$ cat src/inc/hsd_pkg.sv
/*
 * Constants for the host speech decompression command interpreter:
 * register offsets, command codes, field positions and frame length.
 * Assumes a 16-bit command/status word path on the register port.
 */
`default_nettype none
package hsd_pkg;
   // Register offsets (word index on the register port)
   localparam logic [1:0]  OFS_CMD       = 2'h0;  // Command register, write only
   localparam logic [1:0]  OFS_STATUS    = 2'h1;  // Response / data word, read clears ready
   localparam logic [1:0]  OFS_HWSTAT    = 2'h2;  // Hardware status, read only
   localparam int          HW_RDY_BIT    = 0;
   localparam int          HW_ACT_BIT    = 1;
   localparam int          HW_XFER_BIT   = 2;

   // Start-decompression word fields
   localparam logic [5:0]  C1_TAG        = 6'h3f;
   localparam int          TAG_HI        = 15;
   localparam int          TAG_LO        = 10;
   localparam int          FMT_HI        = 9;
   localparam int          FMT_LO        = 7;
   localparam int          ZERO_HI       = 6;
   localparam int          ZERO_LO       = 3;
   localparam int          TFR_HI        = 2;
   localparam int          TFR_LO        = 1;
   localparam int          READY_BIT     = 0;

   // Playback formats that are reserved
   localparam logic [2:0]  FMT_RSV_A     = 3'h1;
   localparam logic [2:0]  FMT_RSV_B     = 3'h3;
   localparam logic [2:0]  FMT_RSV_C     = 3'h7;

   // Fixed command words and answers
   localparam logic [15:0] CMD_IDLE      = 16'h0000;
   localparam logic [15:0] CMD_DUMMY     = 16'hf000;
   localparam logic [15:0] QRY_DECOMP    = 16'h5219;
   localparam logic [15:0] QRY_COMP      = 16'h5119;
   localparam logic [15:0] ANS_READY     = 16'h0000;
   localparam logic [15:0] ANS_NOT_READY = 16'h0001;

   // Words in one uncompressed output frame
   localparam int          FRAME_WORDS   = 240;
endpackage
`default_nettype wire

$ cat src/verilog/hsd_core.sv
/*
 * Device-side command interpreter for host-to-host decompression.
 * Decodes host command words, answers from its own state, moves
 * decompressed samples out word by word, and forwards playback protocol
 * commands to the playback engine except during a frame transfer.
 * Assumes the sample source and playback engine share clk; the host
 * keeps the command-status handshake and never asserts rd and wr together.
 */
`default_nettype none

// Contract
// - Start word: 111111, format 9-7, zeros 6-3, method 2-1, bit0 zero; answer bit0 ready.
// - First start answer keeps ready clear; no samples exist yet.
// - Accepted command raises status-ready; reading the answer clears it.
// - Dummy word F000 presents next sample in status and raises status-ready.
// - Host reads status each time ready rises; the read clears status-ready.
// - Later start words request output; ready bit tells whether a frame exists.
// - While decompressing and no frame transfer runs, playback transfer commands pass on to the playback engine.
// - Halt or idle in the second setup slot ends decompression.
// - Query 5219 answers 0000 when a frame is ready, else 0001.
// - The decompression query means something only while decompression runs.
// - Format codes 000,010,100,101,110 valid; 001,011,111 reserved.
// - Query 5119 answers 0000 when compression accepts a frame, else 0001; the core ignores it during a frame transfer.
// - Idle command word 0000 returns the device to idle from the second setup slot or the active state.
module hsd_core #(
   parameter logic [15:0] HALT_CMD = 16'h5200  // Playback-halt word, decoded by the engine too
) (
   input  wire  logic        clk,
   input  wire  logic        resetn,
   input  wire  logic [1:0]  addr,
   input  wire  logic [15:0] wdata,
   input  wire  logic        wr,
   input  wire  logic        rd,
   output logic [15:0]       rdata_q,
   input  wire  logic        frame_avail,
   input  wire  logic [15:0] sample_data,
   output logic              sample_pop_q,
   input  wire  logic        comp_can_accept,
   output logic              pb_cmd_valid_q,
   output logic [15:0]       pb_cmd_q,
   input  wire  logic        pb_resp_valid,
   input  wire  logic [15:0] pb_resp_data,
   output logic              decomp_active_q,
   output logic [2:0]        playback_format_q,
   output logic [1:0]        transfer_method_q
);
   typedef enum logic [2:0] {
      ST_IDLE   = 3'b000,
      ST_SETUP2 = 3'b001,
      ST_SETUP3 = 3'b010,
      ST_ACTIVE = 3'b011,
      ST_XFER   = 3'b100
   } hsd_state_e;

   hsd_state_e  state_q, state_d;
   logic [7:0]  cnt_q;
   logic [15:0] resp_q, resp_d;
   logic        status_ready_q;
   logic        cmd_wr, is_c1, fmt_ok, resp_ld, fwd, pop;
   logic [2:0]  fmt;
   logic [15:0] hw_stat;

   // A halt word that aliases a local word would never reach the engine
   if (HALT_CMD == hsd_pkg::CMD_IDLE || HALT_CMD == hsd_pkg::CMD_DUMMY
       || HALT_CMD == hsd_pkg::QRY_DECOMP || HALT_CMD == hsd_pkg::QRY_COMP
       || HALT_CMD[hsd_pkg::TAG_HI:hsd_pkg::TAG_LO] == hsd_pkg::C1_TAG) begin : g_bad_halt
      $error("HALT_CMD collides with a fixed command word");
   end

   // Command decode
   assign cmd_wr = wr && (addr == hsd_pkg::OFS_CMD);
   assign fmt    = wdata[hsd_pkg::FMT_HI:hsd_pkg::FMT_LO];
   assign is_c1  = (wdata[hsd_pkg::TAG_HI:hsd_pkg::TAG_LO] == hsd_pkg::C1_TAG)
                   && (wdata[hsd_pkg::ZERO_HI:hsd_pkg::ZERO_LO] == 4'h0)
                   && !wdata[hsd_pkg::READY_BIT];
   assign fmt_ok = !(fmt == hsd_pkg::FMT_RSV_A || fmt == hsd_pkg::FMT_RSV_B
                     || fmt == hsd_pkg::FMT_RSV_C);

   // Next state, local answer and forwarding decision
   always_comb begin
      state_d = state_q;
      resp_ld = 1'b0;
      resp_d  = resp_q;
      fwd     = 1'b0;
      pop     = 1'b0;
      if (cmd_wr) begin
         if (wdata == hsd_pkg::QRY_COMP && state_q != ST_XFER) begin
            resp_ld = 1'b1;
            resp_d  = comp_can_accept ? hsd_pkg::ANS_READY : hsd_pkg::ANS_NOT_READY;
         end else begin
            case (state_q)
               ST_IDLE: begin
                  if (is_c1) begin
                     resp_ld = 1'b1;
                     resp_d  = {wdata[15:1], 1'b0};
                     if (fmt_ok) begin
                        state_d = ST_SETUP2;
                     end
                  end else if (wdata == hsd_pkg::QRY_DECOMP) begin
                     resp_ld = 1'b1;
                     resp_d  = hsd_pkg::ANS_NOT_READY;
                  end else begin
                     fwd = 1'b1;
                  end
               end
               ST_SETUP2: begin
                  // halt or idle in second slot
                  if (wdata == hsd_pkg::CMD_IDLE) begin
                     resp_ld = 1'b1;
                     resp_d  = hsd_pkg::CMD_IDLE;
                     state_d = ST_IDLE;
                  end else begin
                     fwd     = 1'b1;
                     state_d = (wdata == HALT_CMD) ? ST_IDLE : ST_SETUP3;
                  end
               end
               ST_SETUP3: begin
                  fwd     = 1'b1;
                  state_d = ST_ACTIVE;
               end
               ST_ACTIVE: begin
                  if (is_c1) begin
                     // later start word asks for output
                     resp_ld = 1'b1;
                     resp_d  = {wdata[15:1], frame_avail};
                     if (frame_avail) begin
                        state_d = ST_XFER;
                     end
                  end else if (wdata == hsd_pkg::QRY_DECOMP) begin
                     resp_ld = 1'b1;
                     resp_d  = frame_avail ? hsd_pkg::ANS_READY : hsd_pkg::ANS_NOT_READY;
                  end else if (wdata == hsd_pkg::CMD_IDLE) begin
                     resp_ld = 1'b1;
                     resp_d  = hsd_pkg::CMD_IDLE;
                     state_d = ST_IDLE;
                  end else begin
                     fwd = 1'b1;
                     if (wdata == HALT_CMD) begin
                        state_d = ST_IDLE;
                     end
                  end
               end
               ST_XFER: begin
                  if (wdata == hsd_pkg::CMD_DUMMY) begin
                     pop     = 1'b1;
                     resp_ld = 1'b1;
                     resp_d  = sample_data;
                     // frame ends after the last word
                     if (cnt_q == 8'(hsd_pkg::FRAME_WORDS - 1)) begin
                        state_d = ST_ACTIVE;
                     end
                  end
               end
               default: state_d = ST_IDLE;
            endcase
         end
      end
   end

   // State register
   always_ff @(posedge clk or negedge resetn) begin
      if (!resetn) begin
         state_q <= ST_IDLE;
      end else begin
         state_q <= state_d;
      end
   end

   // word counter over the committed frame
   always_ff @(posedge clk or negedge resetn) begin
      if (!resetn) begin
         cnt_q <= 8'h00;
      end else if (state_q != ST_XFER) begin
         cnt_q <= 8'h00;
      end else if (pop) begin
         cnt_q <= cnt_q + 8'h01;
      end
   end

   // Response word; local answers outrank a late engine answer
   always_ff @(posedge clk or negedge resetn) begin
      if (!resetn) begin
         resp_q <= 16'h0000;
      end else if (resp_ld) begin
         resp_q <= resp_d;
      end else if (pb_resp_valid) begin
         resp_q <= pb_resp_data;
      end
   end

   // status-ready, set wins over the clearing read
   always_ff @(posedge clk or negedge resetn) begin
      if (!resetn) begin
         status_ready_q <= 1'b0;
      end else if (resp_ld || pb_resp_valid) begin
         status_ready_q <= 1'b1;
      end else if (rd && addr == hsd_pkg::OFS_STATUS) begin
         status_ready_q <= 1'b0;
      end
   end

   // Hardware status word, bit places kept in the package
   always_comb begin
      hw_stat                       = 16'h0000;
      hw_stat[hsd_pkg::HW_RDY_BIT]  = status_ready_q;
      hw_stat[hsd_pkg::HW_ACT_BIT]  = (state_q != ST_IDLE);
      hw_stat[hsd_pkg::HW_XFER_BIT] = (state_q == ST_XFER);
   end

   // Read data, one cycle after the strobe; unmapped reads give zero
   always_ff @(posedge clk or negedge resetn) begin
      if (!resetn) begin
         rdata_q <= 16'h0000;
      end else if (rd) begin
         case (addr)
            hsd_pkg::OFS_STATUS: rdata_q <= resp_q;
            hsd_pkg::OFS_HWSTAT: rdata_q <= hw_stat;
            default:             rdata_q <= 16'h0000;
         endcase
      end else begin
         rdata_q <= 16'h0000;
      end
   end

   // Forwarding to the playback engine and sample pops
   always_ff @(posedge clk or negedge resetn) begin
      if (!resetn) begin
         pb_cmd_valid_q <= 1'b0;
         pb_cmd_q       <= 16'h0000;
         sample_pop_q   <= 1'b0;
      end else begin
         pb_cmd_valid_q <= fwd;
         sample_pop_q   <= pop;
         if (fwd) begin
            pb_cmd_q <= wdata;
         end
      end
   end

   // Mode outputs; format latched only on an accepted start
   always_ff @(posedge clk or negedge resetn) begin
      if (!resetn) begin
         decomp_active_q   <= 1'b0;
         playback_format_q <= 3'h0;
         transfer_method_q <= 2'h0;
      end else begin
         decomp_active_q <= (state_d != ST_IDLE);
         if (state_q == ST_IDLE && state_d == ST_SETUP2) begin
            playback_format_q <= fmt;
            transfer_method_q <= wdata[hsd_pkg::TFR_HI:hsd_pkg::TFR_LO];
         end
      end
   end
endmodule
`default_nettype wire
$ cat config.mk
export PLATFORM = sky130hd
export DESIGN_NAME = hsd_core
export DESIGN_NICKNAME = d
export VERILOG_FILES = /design/src/inc/hsd_pkg.sv /design/src/verilog/hsd_core.sv
export SDC_FILE = /design/constraint.sdc
export NUM_CORES = 1
export LEC_CHECK = 0
export BUFFER_PORTS_ARGS = -buffer_cell sky130_fd_sc_hd__buf_2
export CORE_MARGIN = 3
export CORE_UTILIZATION = 40
export CTS_CLUSTER_DIAMETER = 120
export CTS_CLUSTER_SIZE = 24
export DETAILED_ROUTE_END_ITERATION = 10
export PLACE_DENSITY = 0.66
export REMOVE_ABC_BUFFERS = 1
export SETUP_SLACK_MARGIN = 0.05
export SLEW_MARGIN = 0
export SYNTH_ARGS = -nofsm -noshare
export SYNTH_HDL_FRONTEND = slang
export SYNTH_SLANG_ARGS = --single-unit
$ cat constraint.sdc
create_clock -name clk -period 2.2 [get_ports clk]
set_input_delay 0.22 -clock clk [delete_from_list [all_inputs] [get_ports clk]]
set_output_delay 0.22 -clock clk [all_outputs]
set_load 0.05 [all_outputs]
-- Word level (Yosys, flattened, before mapping)
Cells that the tools add are included.
- reduce and logical (&&, ||, !) cells: 20
- equality and inequality tests: 21
- add/sub/neg operators: 1
- muxes and demuxes: 53
- operators by type and width (kind ; number):
    16-bit two-way mux ; 11
    16-bit one-hot mux with 4 select lines ; 1
    16-bit by 15-bit == test with 1-bit output (second input constant) ; 3
    3-bit two-way mux ; 11
    16-bit one-hot mux with 2 select lines ; 1
    1-bit two-way mux ; 22
    16-bit == test (second input constant) ; 1
    16-bit logical NOT ; 1
    8-bit two-way mux ; 2
    3-bit one-hot mux with 5 select lines ; 1
    3-bit by 1-bit == test with 1-bit output (second input constant) ; 3
    3-bit by 2-bit == test with 1-bit output (second input constant) ; 3
    8-bit by 1-bit adder with 8-bit output (second input constant) ; 1
    8-bit == test (second input constant) ; 1
    1-bit one-hot mux with 4 select lines ; 2
    3-bit == test (second input constant) ; 2
    6-bit == test (second input constant) ; 1
    1-bit logical AND ; 6
    6-bit by 1-bit != test with 1-bit output (second input constant) ; 1
    2-bit nonzero test ; 3
    3-bit nonzero test ; 2
    5-bit != test (second input constant) ; 1
    5-bit AND reduction ; 1
    4-bit logical NOT ; 1
    other kinds (10) ; 13
- logic and storage cells: 106
- flip-flop bits (word level): 68
- bits of input ports: 57

-- Logic depth before layout (Yosys ltp)
- depth after elaboration: 10
- gate-level depth with buffers: 10

-- Worst setup path before layout
OpenSTA, ideal clock, no wires.
- path type: input-to-reg
- from: in wdata[0]
- to: reg pb_cmd_q[10]
- arrival time: 2.230 ns
- setup slack: -0.156 ns
- buffers on the path: 3
- library setup time: 0.125 ns
- cell stages on the path: 9
- cell sequence: or4_1 > buf_6 > nor3_1 > a31oi_1 > o21a_1 > buf_6 > o211ai_4 > buf_8 > mux2_4
- cells in the longest elaborated chain, start to end: 7
- elaborated cells on any way between the ends: 14
- RTL lines (item ; line ; text):
    from (decl) ; hsd_core.sv:31 ; input wire logic [15:0] wdata,
    16-bit logical NOT ; hsd_core.sv:108, hsd_core.sv:132 ;
    1-bit two-way mux ; hsd_core.sv:108, hsd_core.sv:132 ;
    1-bit two-way mux ; hsd_core.sv:129 ; end else if (wdata == hsd_pkg::QRY_DECOMP) begin
    1-bit two-way mux ; hsd_core.sv:122 ; if (is_c1) begin
    1-bit one-hot mux with 4 select lines ; hsd_core.sv:91 ; case (state_q)
    1-bit two-way mux * ; hsd_core.sv:87 ; if (wdata == hsd_pkg::QRY_COMP && state_q != ST_XFER) begin
    1-bit two-way mux * ; hsd_core.sv:86 ; if (cmd_wr) begin
    to (signal assigned) ; hsd_core.sv:235 ; pb_cmd_q <= wdata;
    to (decl) ; hsd_core.sv:40 ; output logic [15:0] pb_cmd_q,
Every way passes the cells marked *; elsewhere a longest branch is shown, timed or not.
A chain may end at the register's enable or synchronous reset.

-- Final worst setup path
- from: reg state_q[1]
- to: reg pb_cmd_q[12]
- cells in the longest elaborated chain, start to end: 4
- elaborated cells on any way between the ends: 9
- RTL lines (item ; line ; text):
    from (decl) ; hsd_core.sv:55 ; hsd_state_e state_q, state_d;
    from (signal assigned) ; hsd_core.sv:165 ; state_q <= state_d;
    3-bit by 2-bit == test with 1-bit output (tied with other cells) ; hsd_core.sv:91 ;
    1-bit one-hot mux with 4 select lines / 1-bit logical AND (equally long branches) ; hsd_core.sv:91, hsd_core.sv:87 ;
    1-bit two-way mux * ; hsd_core.sv:87 ;
    1-bit two-way mux * ; hsd_core.sv:86 ;
Marks and branches as above.

==> out/results.ini <==
[route]
viasPerCell=5.40
drtAntennaViolNets=0
dr_total_vias=3170
drtIter0Drc=174
routedWlPerCell_um=16.4
drc=0
firstDrtPassIters=4
wl_um=9640

[power]
p_comb_share_pct=45.3
pwr-share-clk_pct=21.3
swShare_pct=41.5
pwr-share-seq_pct=33.4
switching_power_mw=2.11
p_int_mw=2.98
vdd_ir_drop_max_mv=0.694
p_total_mw=5.09
power_density_nw_per_um2=1060
p_leak_nw=2.36

[timing]
finalHoldViolations=0
hold_slack_ns=0.137
rsz0062_at_grt=no
layout_setup_ws_ns=0.156
slew_headroom_pct=50.3
finalSetupViolCount=0
worst_pin_slew_ns=0.745
fin_crit_ns=2.04
fmax_ghz=0.489
min_period_over_period_pct=92.9
fin_skew_ns=0.00755
slew_violations=0

[place]
post_dp_cell_area_sq_um=4530
dp_slack_ns=-0.333
place_congestion=0.901
dp_hpwl_um=7320
portBuffers=96

[run_status]
status=finished clean

[critical_path]
cp_slowest_cell=dfrtp_1
cp_top_family=simple AND/OR/NAND/NOR gates
path_common_cell=nor3b_2
crit_chain=nor3b_2 -> nor3b_2 -> a31o_2 -> nor2_1 -> o211ai_4 -> buf_12 -> mux2_4
rr_startpoint=state_q[1]
cp.required_ns=2.42
crit-reg2reg-capture=pb_cmd_q[12]
worstPathArrival_ns=2.27
start_kind=flip-flop
rrSetupSlack_ns=0.16
end_kind=flip-flop
path_max_fanout=9
crit_type=flip-flop to flip-flop
cp.buffers_inverters=1
cpPeakStageDelay_ns=0.45
ff2ff_path_depth=7

[clock_tree]
insertion_delay_ns=0.34
path_clk_slew_ns=0.07
post_cts_buffers=0
cts_tree=done
clock_path_buffers=2
clock-root-buffer=clkbuf_8
cts-buffers-inserted=9
cts_sinks=68
cts_max_level=3

[global_route]
grt_pass1_wl_um=15600
grt_max_degree=39
antenna_found_initial=0
track_usage_pct=19.4
grt-ovfl-total=0
grt_pass1_vias=3164

[layout]
final_util_pct=54.7
final_area_sq_um=4790
n_fill_cell=806
drive_gt1_share_pct=41.3
syn_to_final_growth_pct=32.7
seq_area_sq_um=1700
antenna_cells=0
multiInputGateArea_sq_um=1800
nets=537

[synthesis]
syn_inst=336
synth_edf_count=0
ys_seq_area_share_pct=47.1
yosys_most_used_dff=dfrtp_1
synth.distinct_cells=52
synth_async_sr_flop_share_pct=100
synth_area_sq_um=3610
ys_ff_latch=68
avgSynthCellArea_sq_um=10.7
ys_warn_count=0

[floorplanning]
initial_core_util_pct=41.2
ioPinCount=97
fp.dieH_um=101
die_width_um=101
rows=34
core_sq_um=8760
die_area_sq_um=10200

[worst_hold_path]
whs_path_depth=2
hold_end=pb_cmd_q[4]
hp-class=input pin to flip-flop
worstHoldStart=wdata[4]

[flow_run]
maxCapViolations=0

power by group through the flow:
stage | logic, mW | registers, mW | clock network [mW]
finish | 2.30 | 1.70 | 1.09
detailed placement | 2.28 | 1.71 | 0
global route | 2.45 | 1.73 | 1.17
CTS | 2.28 | 1.69 | 1.11
floorplan | 0.775 | 2.48 | 0
global placement | 2.26 | 1.70 | 0
cells in the final DEF, fill, tap and decap left out, types with 4 or more instances in the layout:
| cell type | n |
|---|---|
| dfrtp_1 | 67 |
| nor3_1 | 6 |
| nor4_1 | 5 |
| mux2_2 | 13 |
| clkbuf_8 | 13 |
| a31oi_1 | 5 |
| and3_1 | 15 |
| nand2_1 | 19 |
| a21oi_1 | 12 |
| ha_1 | 4 |
| o22ai_1 | 8 |
| nand4_1 | 8 |
| or3_1 | 6 |
| nand3_1 | 8 |
| o21a_1 | 7 |
| buf_2 | 96 |
| a22oi_1 | 12 |
| mux2_4 | 9 |
| nor2_1 | 27 |
| inv_1 | 8 |
| buf_4 | 46 |
| buf_12 | 4 |
| mux2i_1 | 25 |
| a311o_1 | 4 |
| xor2_1 | 4 |
logic make-up (layout without fill, tap and decap cells):
family	Yosys count	count (layout)	synth area share, %
DFF	68	68	47.1
buffers and inverters	26	169	4.09
muxes	47	47	14.7
xor gates and xnor gates	7	7	1.70
AOI/OAI and AO/OA	67	67	13.2
and+or+nand+nor	117	117	17.7
adders and majority gates	4	4	1.39
state kept, by name, summed over array words and instances (netlist names):
register / count
resp_q: 16
pb_cmd_q: 16
pb_cmd_valid_q: 1
sample_pop_q: 1
decomp_active_q: 1
playback_format_q: 3
state_q: 3
status_ready_q: 1
transfer_method_q: 2
rdata_q: 16
cnt_q: 8
metal layers:
layer	global-route usage [%]	wire length, um
met4	7.87	92
met3	3.94	648
met2	31.1	4550
met5	0	0
met1	25.7	4350
worst max-delay path by stage:
stage | startpoint | endpoint | slack [ns] | depth (start not counted)
global route | state_q[0] | resp_q[0] | 0.05 | 8
CTS | wdata[0] | transfer_method_q[0] | 0.06 | 8
detailed placement | wdata[0] | transfer_method_q[0] | -0.33 | 8
global placement | wdata[0] | pb_cmd_q[0] | -0.22 | 8
floorplan | wdata[0] | pb_cmd_q[0] | -0.45 | 6
finish | state_q[1] | pb_cmd_q[12] | 0.16 | 7
metrics by stage:
stage                     setup TNS (ns)  instances
after CTS                              0        587
after floorplan                   -10.99        318
after global placement             -6.92        572
after global routing                   0        587
final                                  0        587
after detailed placement           -8.78        572
what timing repair did:
action,in CTS,in global routing
setup endpoints to repair,5,24
hold endpoints to repair,30,0
pin swaps,1,1
resized for setup,0,11
hold buffers,1,0
layout make-up:
class	instances	area share [%]
well taps	108	2.82
flip-flops and latches	68	35.5
clock buffers	13	3.73
inverters	8	0.626
clock inverters	1	0.626
repair buffers	147	19.1
multi-input cells	242	37.6
cell usage after synthesis, drive strengths merged, types with 9 or more instances:
cell / number / area (sq um)
dfrtp: 68 / 1700
nor2: 27 / 101
mux2i: 25 / 250
mux2: 22 / 282
nand2: 19 / 71.3
and3: 15 / 93.8
a21oi: 13 / 68.8
a22oi: 12 / 90.1
clkbuf: 10 / 37.5
nand3: 9 / 45.0
o22ai: 9 / 56.3
Power figures use the tool's default switching activity.
